File: config.mk
export PLATFORM = sky130hd
export DESIGN_NAME = supply_loss_and_wake_report
export DESIGN_NICKNAME = d
export VERILOG_FILES = /design/src/rtl/supply_loss_and_wake_report.v
export VERILOG_INCLUDE_DIRS = /design/src /design/src/rtl
export SDC_FILE = /design/constraint.sdc
export NUM_CORES = 1
export LEC_CHECK = 0
export ABC_CLOCK_PERIOD_IN_PS = 3900
export BUFFER_PORTS_ARGS = -buffer_cell sky130_fd_sc_hd__buf_4
export CAP_MARGIN = 20
export CORE_UTILIZATION = 56
export CTS_CLUSTER_SIZE = 20
export DETAILED_ROUTE_END_ITERATION = 8
export PLACE_DENSITY = 0.9
export SETUP_SLACK_MARGIN = 0.15
export SLEW_MARGIN = 20
export SYNTH_ARGS = -nofsm -noshare
export SYNTH_HDL_FRONTEND = slang
export SYNTH_SLANG_ARGS = --single-unit
File: constraint.sdc
create_clock -name clk -period 3.9 [get_ports clk]
set_input_delay 0.78 -clock clk [delete_from_list [all_inputs] [get_ports clk]]
set_output_delay 0.78 -clock clk [all_outputs]
set_load 0.01 [all_outputs]
File: src/rtl/supply_loss_defs.vh
// Purpose: Constants for the supply loss and wake report block
// Assumes: 20 MHz system clock
// Notes:   Times are in microseconds; cycle counts derive from them
`ifndef SUPPLY_LOSS_DEFS_VH
`define SUPPLY_LOSS_DEFS_VH
`define CLK_MHZ            20
`define SYNC_NOM_US        6500
`define SYNC_MIN_US        4800
`define SYNC_MAX_US        8200
`define SYNC_NOM_CYC       (`SYNC_NOM_US * `CLK_MHZ)
`define SYNC_CNT_W         18
`define MAIN_W             4
`define MAIN_OFF           4'h0
`define MODE_W             2
`define MODE_POWER_OFF     2'h0
`define MODE_NORMAL        2'h1
`define MODE_RETAIN        2'h2
`define MODE_WD_TIMEOUT    2'h3
`endif

File: src/rtl/supply_loss_and_wake_report.v
// Purpose: Supply supervision, fail mode entry and wake state report
// Assumes: Supply comparator levels arrive synchronous to clk
// Notes:   Power-off clears retained state through a synchronous clear
`timescale 1ns/1ps
`include "supply_loss_defs.vh"

// Behaviour
// No serial readback without logic supply
// Report wake on clock pin during reset
// Drive clock pin high when awake
// Sleep or reset wake: clock pin undriven
// Both supplies low: power off, clear all
// Battery loss: retain, main off, aux configured
// Status readback while logic supply in range
// No wake report without battery supply
// Logic supply loss means watchdog timeout
// Ground loss switches main outputs off
// Clock fail: fallback sense sync period
// Communication error enters fail mode
// Failure flag set while in fail mode
// Stay off until both supplies return
module supply_loss_and_wake_report #(
  parameter SYNC_PERIOD_CYC = `SYNC_NOM_CYC
) (
  input  wire                 clk,
  input  wire                 rst_n,
  input  wire                 bat_above_por,
  input  wire                 vcc_above_por,
  input  wire                 vcc_in_range,
  input  wire                 gnd_ok,
  input  wire                 awake,
  input  wire                 wake_by_reset,
  input  wire                 wake_reset_n_pin,
  input  wire                 spi_error,
  input  wire                 fail_exit,
  input  wire                 pwm_clk_fail,
  input  wire                 pwm_sync_pulse,
  input  wire [`MAIN_W-1:0]   main_request,
  input  wire                 aux_request,
  input  wire                 readback_req,
  output reg  [`MAIN_W-1:0]   main_switch_outputs,
  output reg                  aux_driver_output,
  output reg                  clk_pin_out,
  output reg                  clk_pin_oe,
  output reg                  readback_enable,
  output reg                  serial_failure_flag,
  output reg                  fail_mode,
  output reg                  regs_clear,
  output reg                  sense_sync_output,
  output reg  [`MODE_W-1:0]   supply_mode
);

  // ----------------------------------------------------------------
  // Supply mode decision
  // ----------------------------------------------------------------
  reg [`MODE_W-1:0] mode_nxt;

  // Both supplies lost
  // Hold until both return
  always @* begin
    mode_nxt = supply_mode;
    case (supply_mode)
      `MODE_POWER_OFF: begin
        if (bat_above_por && vcc_above_por)
          mode_nxt = `MODE_NORMAL;
      end
      default: begin
        if (!bat_above_por && !vcc_above_por)
          mode_nxt = `MODE_POWER_OFF;
        // Battery loss retains
        else if (!bat_above_por)
          mode_nxt = `MODE_RETAIN;
        // Logic supply timeout
        else if (!vcc_above_por)
          mode_nxt = `MODE_WD_TIMEOUT;
        else
          mode_nxt = `MODE_NORMAL;
      end
    endcase
  end

  always @(posedge clk or negedge rst_n) begin
    if (!rst_n) begin
      supply_mode <= `MODE_POWER_OFF;
    end else begin
      supply_mode <= mode_nxt;
    end
  end

  // ----------------------------------------------------------------
  // Fail mode and failure flag
  // ----------------------------------------------------------------
  wire comm_error = spi_error || (supply_mode == `MODE_WD_TIMEOUT);

  // Error enters fail
  // Flag held in fail
  always @(posedge clk or negedge rst_n) begin
    if (!rst_n) begin
      fail_mode           <= 1'b0;
      serial_failure_flag <= 1'b0;
    end else if (supply_mode == `MODE_POWER_OFF) begin
      fail_mode           <= 1'b0;
      serial_failure_flag <= 1'b0;
    end else if (comm_error) begin
      fail_mode           <= 1'b1;
      serial_failure_flag <= 1'b1;
    end else if (fail_exit) begin
      fail_mode           <= 1'b0;
      serial_failure_flag <= 1'b0;
    end
  end

  // ----------------------------------------------------------------
  // Outputs and register clear
  // ----------------------------------------------------------------
  wire main_allowed = (supply_mode == `MODE_NORMAL) ||
                      (supply_mode == `MODE_WD_TIMEOUT);

  // Ground loss off
  // Aux per configuration
  always @(posedge clk or negedge rst_n) begin
    if (!rst_n) begin
      main_switch_outputs <= `MAIN_OFF;
      aux_driver_output   <= 1'b0;
      regs_clear          <= 1'b1;
    end else begin
      regs_clear <= (mode_nxt == `MODE_POWER_OFF);
      if (main_allowed && gnd_ok && mode_nxt != `MODE_POWER_OFF &&
          mode_nxt != `MODE_RETAIN)
        main_switch_outputs <= main_request;
      else
        main_switch_outputs <= `MAIN_OFF;
      aux_driver_output <= gnd_ok && vcc_above_por &&
                           (mode_nxt != `MODE_POWER_OFF) && aux_request;
    end
  end

  // ----------------------------------------------------------------
  // Serial readback gate
  // ----------------------------------------------------------------
  // Readback needs logic supply
  // Status while in range
  always @(posedge clk or negedge rst_n) begin
    if (!rst_n) begin
      readback_enable <= 1'b0;
    end else begin
      readback_enable <= readback_req && vcc_above_por && vcc_in_range &&
                         (mode_nxt != `MODE_POWER_OFF);
    end
  end

  // ----------------------------------------------------------------
  // Wake state report on shared clock pin
  // ----------------------------------------------------------------
  // Report during reset low
  // Drive high awake
  // Else input only
  // No report on battery loss
  always @(posedge clk or negedge rst_n) begin
    if (!rst_n) begin
      clk_pin_out <= 1'b0;
      clk_pin_oe  <= 1'b0;
    end else begin
      clk_pin_out <= 1'b1;
      clk_pin_oe  <= !wake_reset_n_pin && awake && !wake_by_reset &&
                     bat_above_por && (mode_nxt == `MODE_NORMAL ||
                     mode_nxt == `MODE_WD_TIMEOUT);
    end
  end

  // ----------------------------------------------------------------
  // Current sense synchronisation
  // ----------------------------------------------------------------
  reg [`SYNC_CNT_W-1:0] sync_cnt_r;
  wire                  sync_wrap = (sync_cnt_r ==
                                     SYNC_PERIOD_CYC[`SYNC_CNT_W-1:0] - 1'b1);

  // Fallback sync period
  always @(posedge clk or negedge rst_n) begin
    if (!rst_n) begin
      sync_cnt_r        <= {`SYNC_CNT_W{1'b0}};
      sense_sync_output <= 1'b0;
    end else if (!pwm_clk_fail) begin
      sync_cnt_r        <= {`SYNC_CNT_W{1'b0}};
      sense_sync_output <= pwm_sync_pulse;
    end else if (sync_wrap) begin
      sync_cnt_r        <= {`SYNC_CNT_W{1'b0}};
      sense_sync_output <= 1'b1;
    end else begin
      sync_cnt_r        <= sync_cnt_r + 1'b1;
      sense_sync_output <= 1'b0;
    end
  end

endmodule // supply_loss_and_wake_report

# Yosys cells after proc, flatten, opt, wreduce, memory -nomap -nowiden
# Cells that the tools add are included.
[totals] regBits=31 output_inout_bits=14 wordCells=56
[op_classes] add_sub_neg=1 eq_ne=6 mux=13 n_reduce_logical=26
[ops] cell="$mux W18" count=2
[ops] cell="$add A18 B1 Y18 const B" count=1
[ops] cell="$eq A18 B17 Y1 const B" count=1
[ops] cell="$logic_and A1 B1 Y1" count=15
[ops] cell="$mux W2" count=5
[ops] cell="$mux W1" count=5
[ops] cell="$eq A2 B1 Y1 const B" count=2
[ops] cell="$eq A2 B2 Y1 const B" count=2
[ops] cell="$logic_not A1 Y1" count=4
[ops] cell="$logic_not A2 Y1" count=2
[ops] cell="$mux W4" count=1
[ops] cell="$logic_or A1 B1 Y1" count=3
[ops] cell="$reduce_bool A3 Y1" count=1
[ops] cell="$ne A2 B2 Y1 const B" count=1
[ops] cell="$reduce_bool A2 Y1" count=1

# Logic depth before layout (Yosys ltp)
[depth] depth_word=8 depth_mapped=6 ltp_nobuf=5

# Worst setup path after synthesis
# OpenSTA, ideal clock, no wires.
[synth_timing] path_kind="reg-to-reg" start="register sync_cnt_r[10]" end="register sync_cnt_r[10]" arrival_time_ns=1.888 required_time_ns=3.781 slack_ns=1.894 path_stages_with_launch=6 n_path_buf=1 period_less_slack_ns=2.006 cell_sequence="dfrtp_1 -> or4b_1 -> or4_4 -> o21ai_4 -> buf_6 -> nor2_1"
[synth_via] elab_chain_cells=3 elab_cells_between_ends=4
[synth_rtl] item="start, declared" line_no="supply_loss_and_wake_report.v:174" rtl="reg [`SYNC_CNT_W-1:0] sync_cnt_r;"
[synth_rtl] item="start signal, assigned" line_no="supply_loss_and_wake_report.v:181" rtl="sync_cnt_r <= {`SYNC_CNT_W{1'b0}};"
[synth_rtl] item="start signal, assigned" line_no="supply_loss_and_wake_report.v:184" rtl="sync_cnt_r <= {`SYNC_CNT_W{1'b0}};"
[synth_rtl] item="start signal, assigned" line_no="supply_loss_and_wake_report.v:187" rtl="sync_cnt_r <= {`SYNC_CNT_W{1'b0}};"
[synth_rtl] item="$add A18 B1 Y18 / $eq A18 B17 Y1 (equally long branches)" line_no="supply_loss_and_wake_report.v:190, supply_loss_and_wake_report.v:175"
[synth_rtl] item="$mux W18 *" line_no="supply_loss_and_wake_report.v:186" rtl="end else if (sync_wrap) begin"
[synth_rtl] item="$mux W18 *" line_no="supply_loss_and_wake_report.v:183" rtl="end else if (!pwm_clk_fail) begin"
# Every way passes the cells marked *; elsewhere a longest branch is shown, timed or not.
# A chain may end at the register's enable or synchronous reset.

# Final worst setup path
[layout_timing] start="register sync_cnt_r[10]" end="register sense_sync_output"
[layout_via] elab_chain_cells=3
[layout_rtl] item="$eq A18 B17 Y1" line_no="supply_loss_and_wake_report.v:175" rtl="wire sync_wrap = (sync_cnt_r =="
[layout_rtl] item="$mux W1" line_no="supply_loss_and_wake_report.v:186"
[layout_rtl] item="$mux W1" line_no="supply_loss_and_wake_report.v:183"
[layout_rtl] item="end signal, assigned" line_no="supply_loss_and_wake_report.v:185" rtl="sense_sync_output <= pwm_sync_pulse;"
[layout_rtl] item="end, declared" line_no="supply_loss_and_wake_report.v:49" rtl="output reg sense_sync_output,"
# Every way passes these cells.

==> run summary <==
DIE AREA: 2737 µm²
DRT iter0 DRCs: 29
CTS HTree Levels: 2
RSZ-0062 raised after global routing: false
Syn Nets: 154
Achievable Freq: 457.8 MHz
CTS Buffer Depth: 2
Synthesized area: 1418 µm²
Vias/cell: 5.721
Synth top cells by count: dfrtp_1 (30), nor2_1 (19), nand2_1 (10)
Worst Tran Pin Value: 0.6480 ns
Outcome: completed
GRT overflow: 0
Global-route wire length before repair: 4526 µm
CTS sink cnt: 31
Fin Setup TNS: 0 ns
Rel. slew slack: 56.40%
Critical Path AT: 2.46 ns
Critical Path End Type: flip-flop
Via count: 1127
Static leakage: 0.0008223 µW
Worst-path clk slew: 0.10 ns
Share of synthesized registers carrying an async set or reset: 100.0%
Vias in the first global route: 1104
Dominant synthesized flop cell: dfrtp_1
Power Density: 391.9 nW/µm²
Die height: 52.32 µm
Total Routing Usage GR: 24.02%
N_diodes: 0
Hold-fix buffers, CTS: 0
CTS Buf Count: 5
Synth Register Bits: 31
Mean routed wirelength per cell: 13.80 µm
CP required: 4.17 ns
Initial cell density of the core: 61.71%
IO Count: 33
Fin cells: 197
Largest area contributor in the netlist: dfrtp_1
Initial antenna violation count: 0
Share of cells above drive strength 1: 26.63%
Largest net degree at the start of global routing: 32
Post-CTS sizing: 0
CP cell instances: or4b_1 > or4_4 > o21ai_4 > o21a_1
Worst-Skew Late Latency: 0.33 ns
Final hold vios: 0
Pre-Repair DR Iteration Count: 4
Worst setup path start: sync_cnt_r[10]$_DFF_PN0_
Synthesis-to-layout area growth: 23.92%
CP Capture Point: sense_sync_output$_DFF_PN0_
# nets final: 190
CP Launch Type: flip-flop
Top area cells in the synthesized netlist: dfrtp_1 (53%), nor2_1 (5.0%), xnor2_1 (3.7%)
Critical path's largest stage delay: 0.55 ns
Post-CTS setup buffers: 0
Routability congestion estimate: 0.8413
Drt total wl: 2719 µm
Top-area cell type share of the netlist area: 52.96%
Worst Hold Class: input pin to asynchronous set/reset pin
Fillers: 146
DP HPWL: 1991 µm
Max cap viols: 0
Worst-path maximum fanout: 18
Critical path type: flip-flop to flip-flop
Gate Count Post-Synth: 132
Buffers on Ports: 32
Core ar.: 2297 µm²
Top-count cell post-synth: dfrtp_1
Routed Antenna Nets: 0
Reg2reg setup slack: 1.72 ns
Worst r2r src: sync_cnt_r[10]$_DFF_PN0_
Tcrit/Tclk final: 56.00%
Clk Tree Root Cell: clkbuf_4
Num rows: 17
Max VDD drop: 0.3794 mV
Die W: 52.32 µm
R2R depth: 4
Ys Warns: 0
Post-synth EDFFs: 0
Sequential fraction of the synthesis area: 54.81%
Final critical-path required period: 2.184 ns
CTS tree: built
RR Endpoint: sense_sync_output$_DFF_PN0_
Synthesized area per cell: 10.74 µm²
Synth cell types: 37
Placed insts: 189
# DRC: 0
Fin. max-slew vios: 0
CP max stage cell: or4_4
Final setup fails: 0
Clk_skew: 0.007711 ns
-- registers in the layout, summed over array words and instances (netlist names) --
| register | flops |
|---|---|
| sync_cnt_r | 18 |
| clk_pin_oe | 1 |
| sense_sync_output | 1 |
| aux_driver_output | 1 |
| fail_mode | 1 |
| supply_mode | 2 |
| readback_enable | 1 |
| regs_clear | 1 |
| main_switch_outputs | 4 |
| clk_pin_out | 1 |
-- cells by family after synthesis --
logic type                 synth area share, %
AOI/OAI and AO/OA                        6.532
xor gates and xnor gates                 7.414
adders and majority gates                3.354
buffers and inverters                    2.913
DFF                                      54.81
muxes                                   0.7943
other                                   0.2645
and+or+nand+nor                          23.92
-- area by class of cell --
cell class | instances | area (µm²) | share of cell area, %
clock inverter | 2 | 35.03 | 1.994
tap | 28 | 35.03 | 1.994
clock buffer | 6 | 51.30 | 2.920
multi-input combinational | 93 | 599.3 | 34.12
inverter | 5 | 18.77 | 1.068
sequential | 31 | 777.0 | 44.23
timing repair buffer | 32 | 240.2 | 13.68
-- stage by stage --
stage / worst slack, ns / instance area, µm² / total power [µW] / hold slack (ns) / utilization [%]
after global routing: 1.612 / 1757 / 719.8 / 0.3610 / 76.47
after CTS: 1.714 / 1757 / 694.1 / 0.3548 / 76.47
final: 1.716 / 1757 / 688.5 / 0.3568 / 76.47
after floorplan: 1.894 / 1418 / 388.1 / 0.4437 / -
after global placement: 1.788 / 1670 / 428.9 / 0.4634 / 72.71
after detailed placement: 1.745 / 1670 / 434.3 / 0.4829 / 72.71
-- layout by cell type (no fill, tap or decap), types with 2 or more instances in the layout --
cell type | Yosys | routed
ha_1 | 3 | 3
and2_1 | 5 | 5
or4_1 | 3 | 3
nor3_1 | 2 | 2
nand2_1 | 10 | 10
dfrtp_1 | 30 | 30
xnor2_1 | 6 | 6
and3_1 | 2 | 2
a21oi_1 | 3 | 3
inv_1 | 5 | 5
clkbuf_4 | 0 | 5
nand4_1 | 3 | 3
nor4_1 | 2 | 2
xor2_1 | 6 | 6
and4_1 | 3 | 3
buf_4 | 1 | 32
o31ai_1 | 4 | 4
nand3_1 | 6 | 6
nor2_1 | 19 | 19
-- report_power, final --
| part | internal [µW] | switching [µW] |
|---|---|---|
| sequential | 337 | 9.66 |
| combinational | 42.0 | 39.1 |
| clock | 151 | 109 |
| total | 530 | 158 |
-- worst max-delay path: cells and delay by family (launching register included) --
| family | cells | cell delay (ns) |
|---|---|---|
| and+or+nand+nor | 2 | 1.08 |
| AOI/OAI and AO/OA | 2 | 0.62 |
| DFF | 1 | 0.43 |
-- worst min-delay path by stage --
stage / to / slack (ns) / cells past startpoint / startpoint
CTS: sync_cnt_r[9]$_DFF_PN0_ / 0.35 / 1 / rst_n
finish: sync_cnt_r[9]$_DFF_PN0_ / 0.36 / 1 / rst_n
global route: readback_enable$_DFF_PN0_ / 0.36 / 1 / rst_n
global placement: sync_cnt_r[0]$_DFF_PN0_ / 0.46 / 1 / sync_cnt_r[0]$_DFF_PN0_
detailed placement: sync_cnt_r[0]$_DFF_PN0_ / 0.48 / 1 / sync_cnt_r[0]$_DFF_PN0_
floorplan: sync_cnt_r[0]$_DFF_PN0_ / 0.44 / 1 / sync_cnt_r[0]$_DFF_PN0_
-- per-layer routing --
layer	global-route usage, %	up-vias	part of all wire [%]
met1	22.24	546	37
met5	0	-	0
met3	12.46	5	9.2
met2	43.67	47	52
met4	9.211	0	1.5
li1	-	529	-
(Power assumes the default switching activity.)
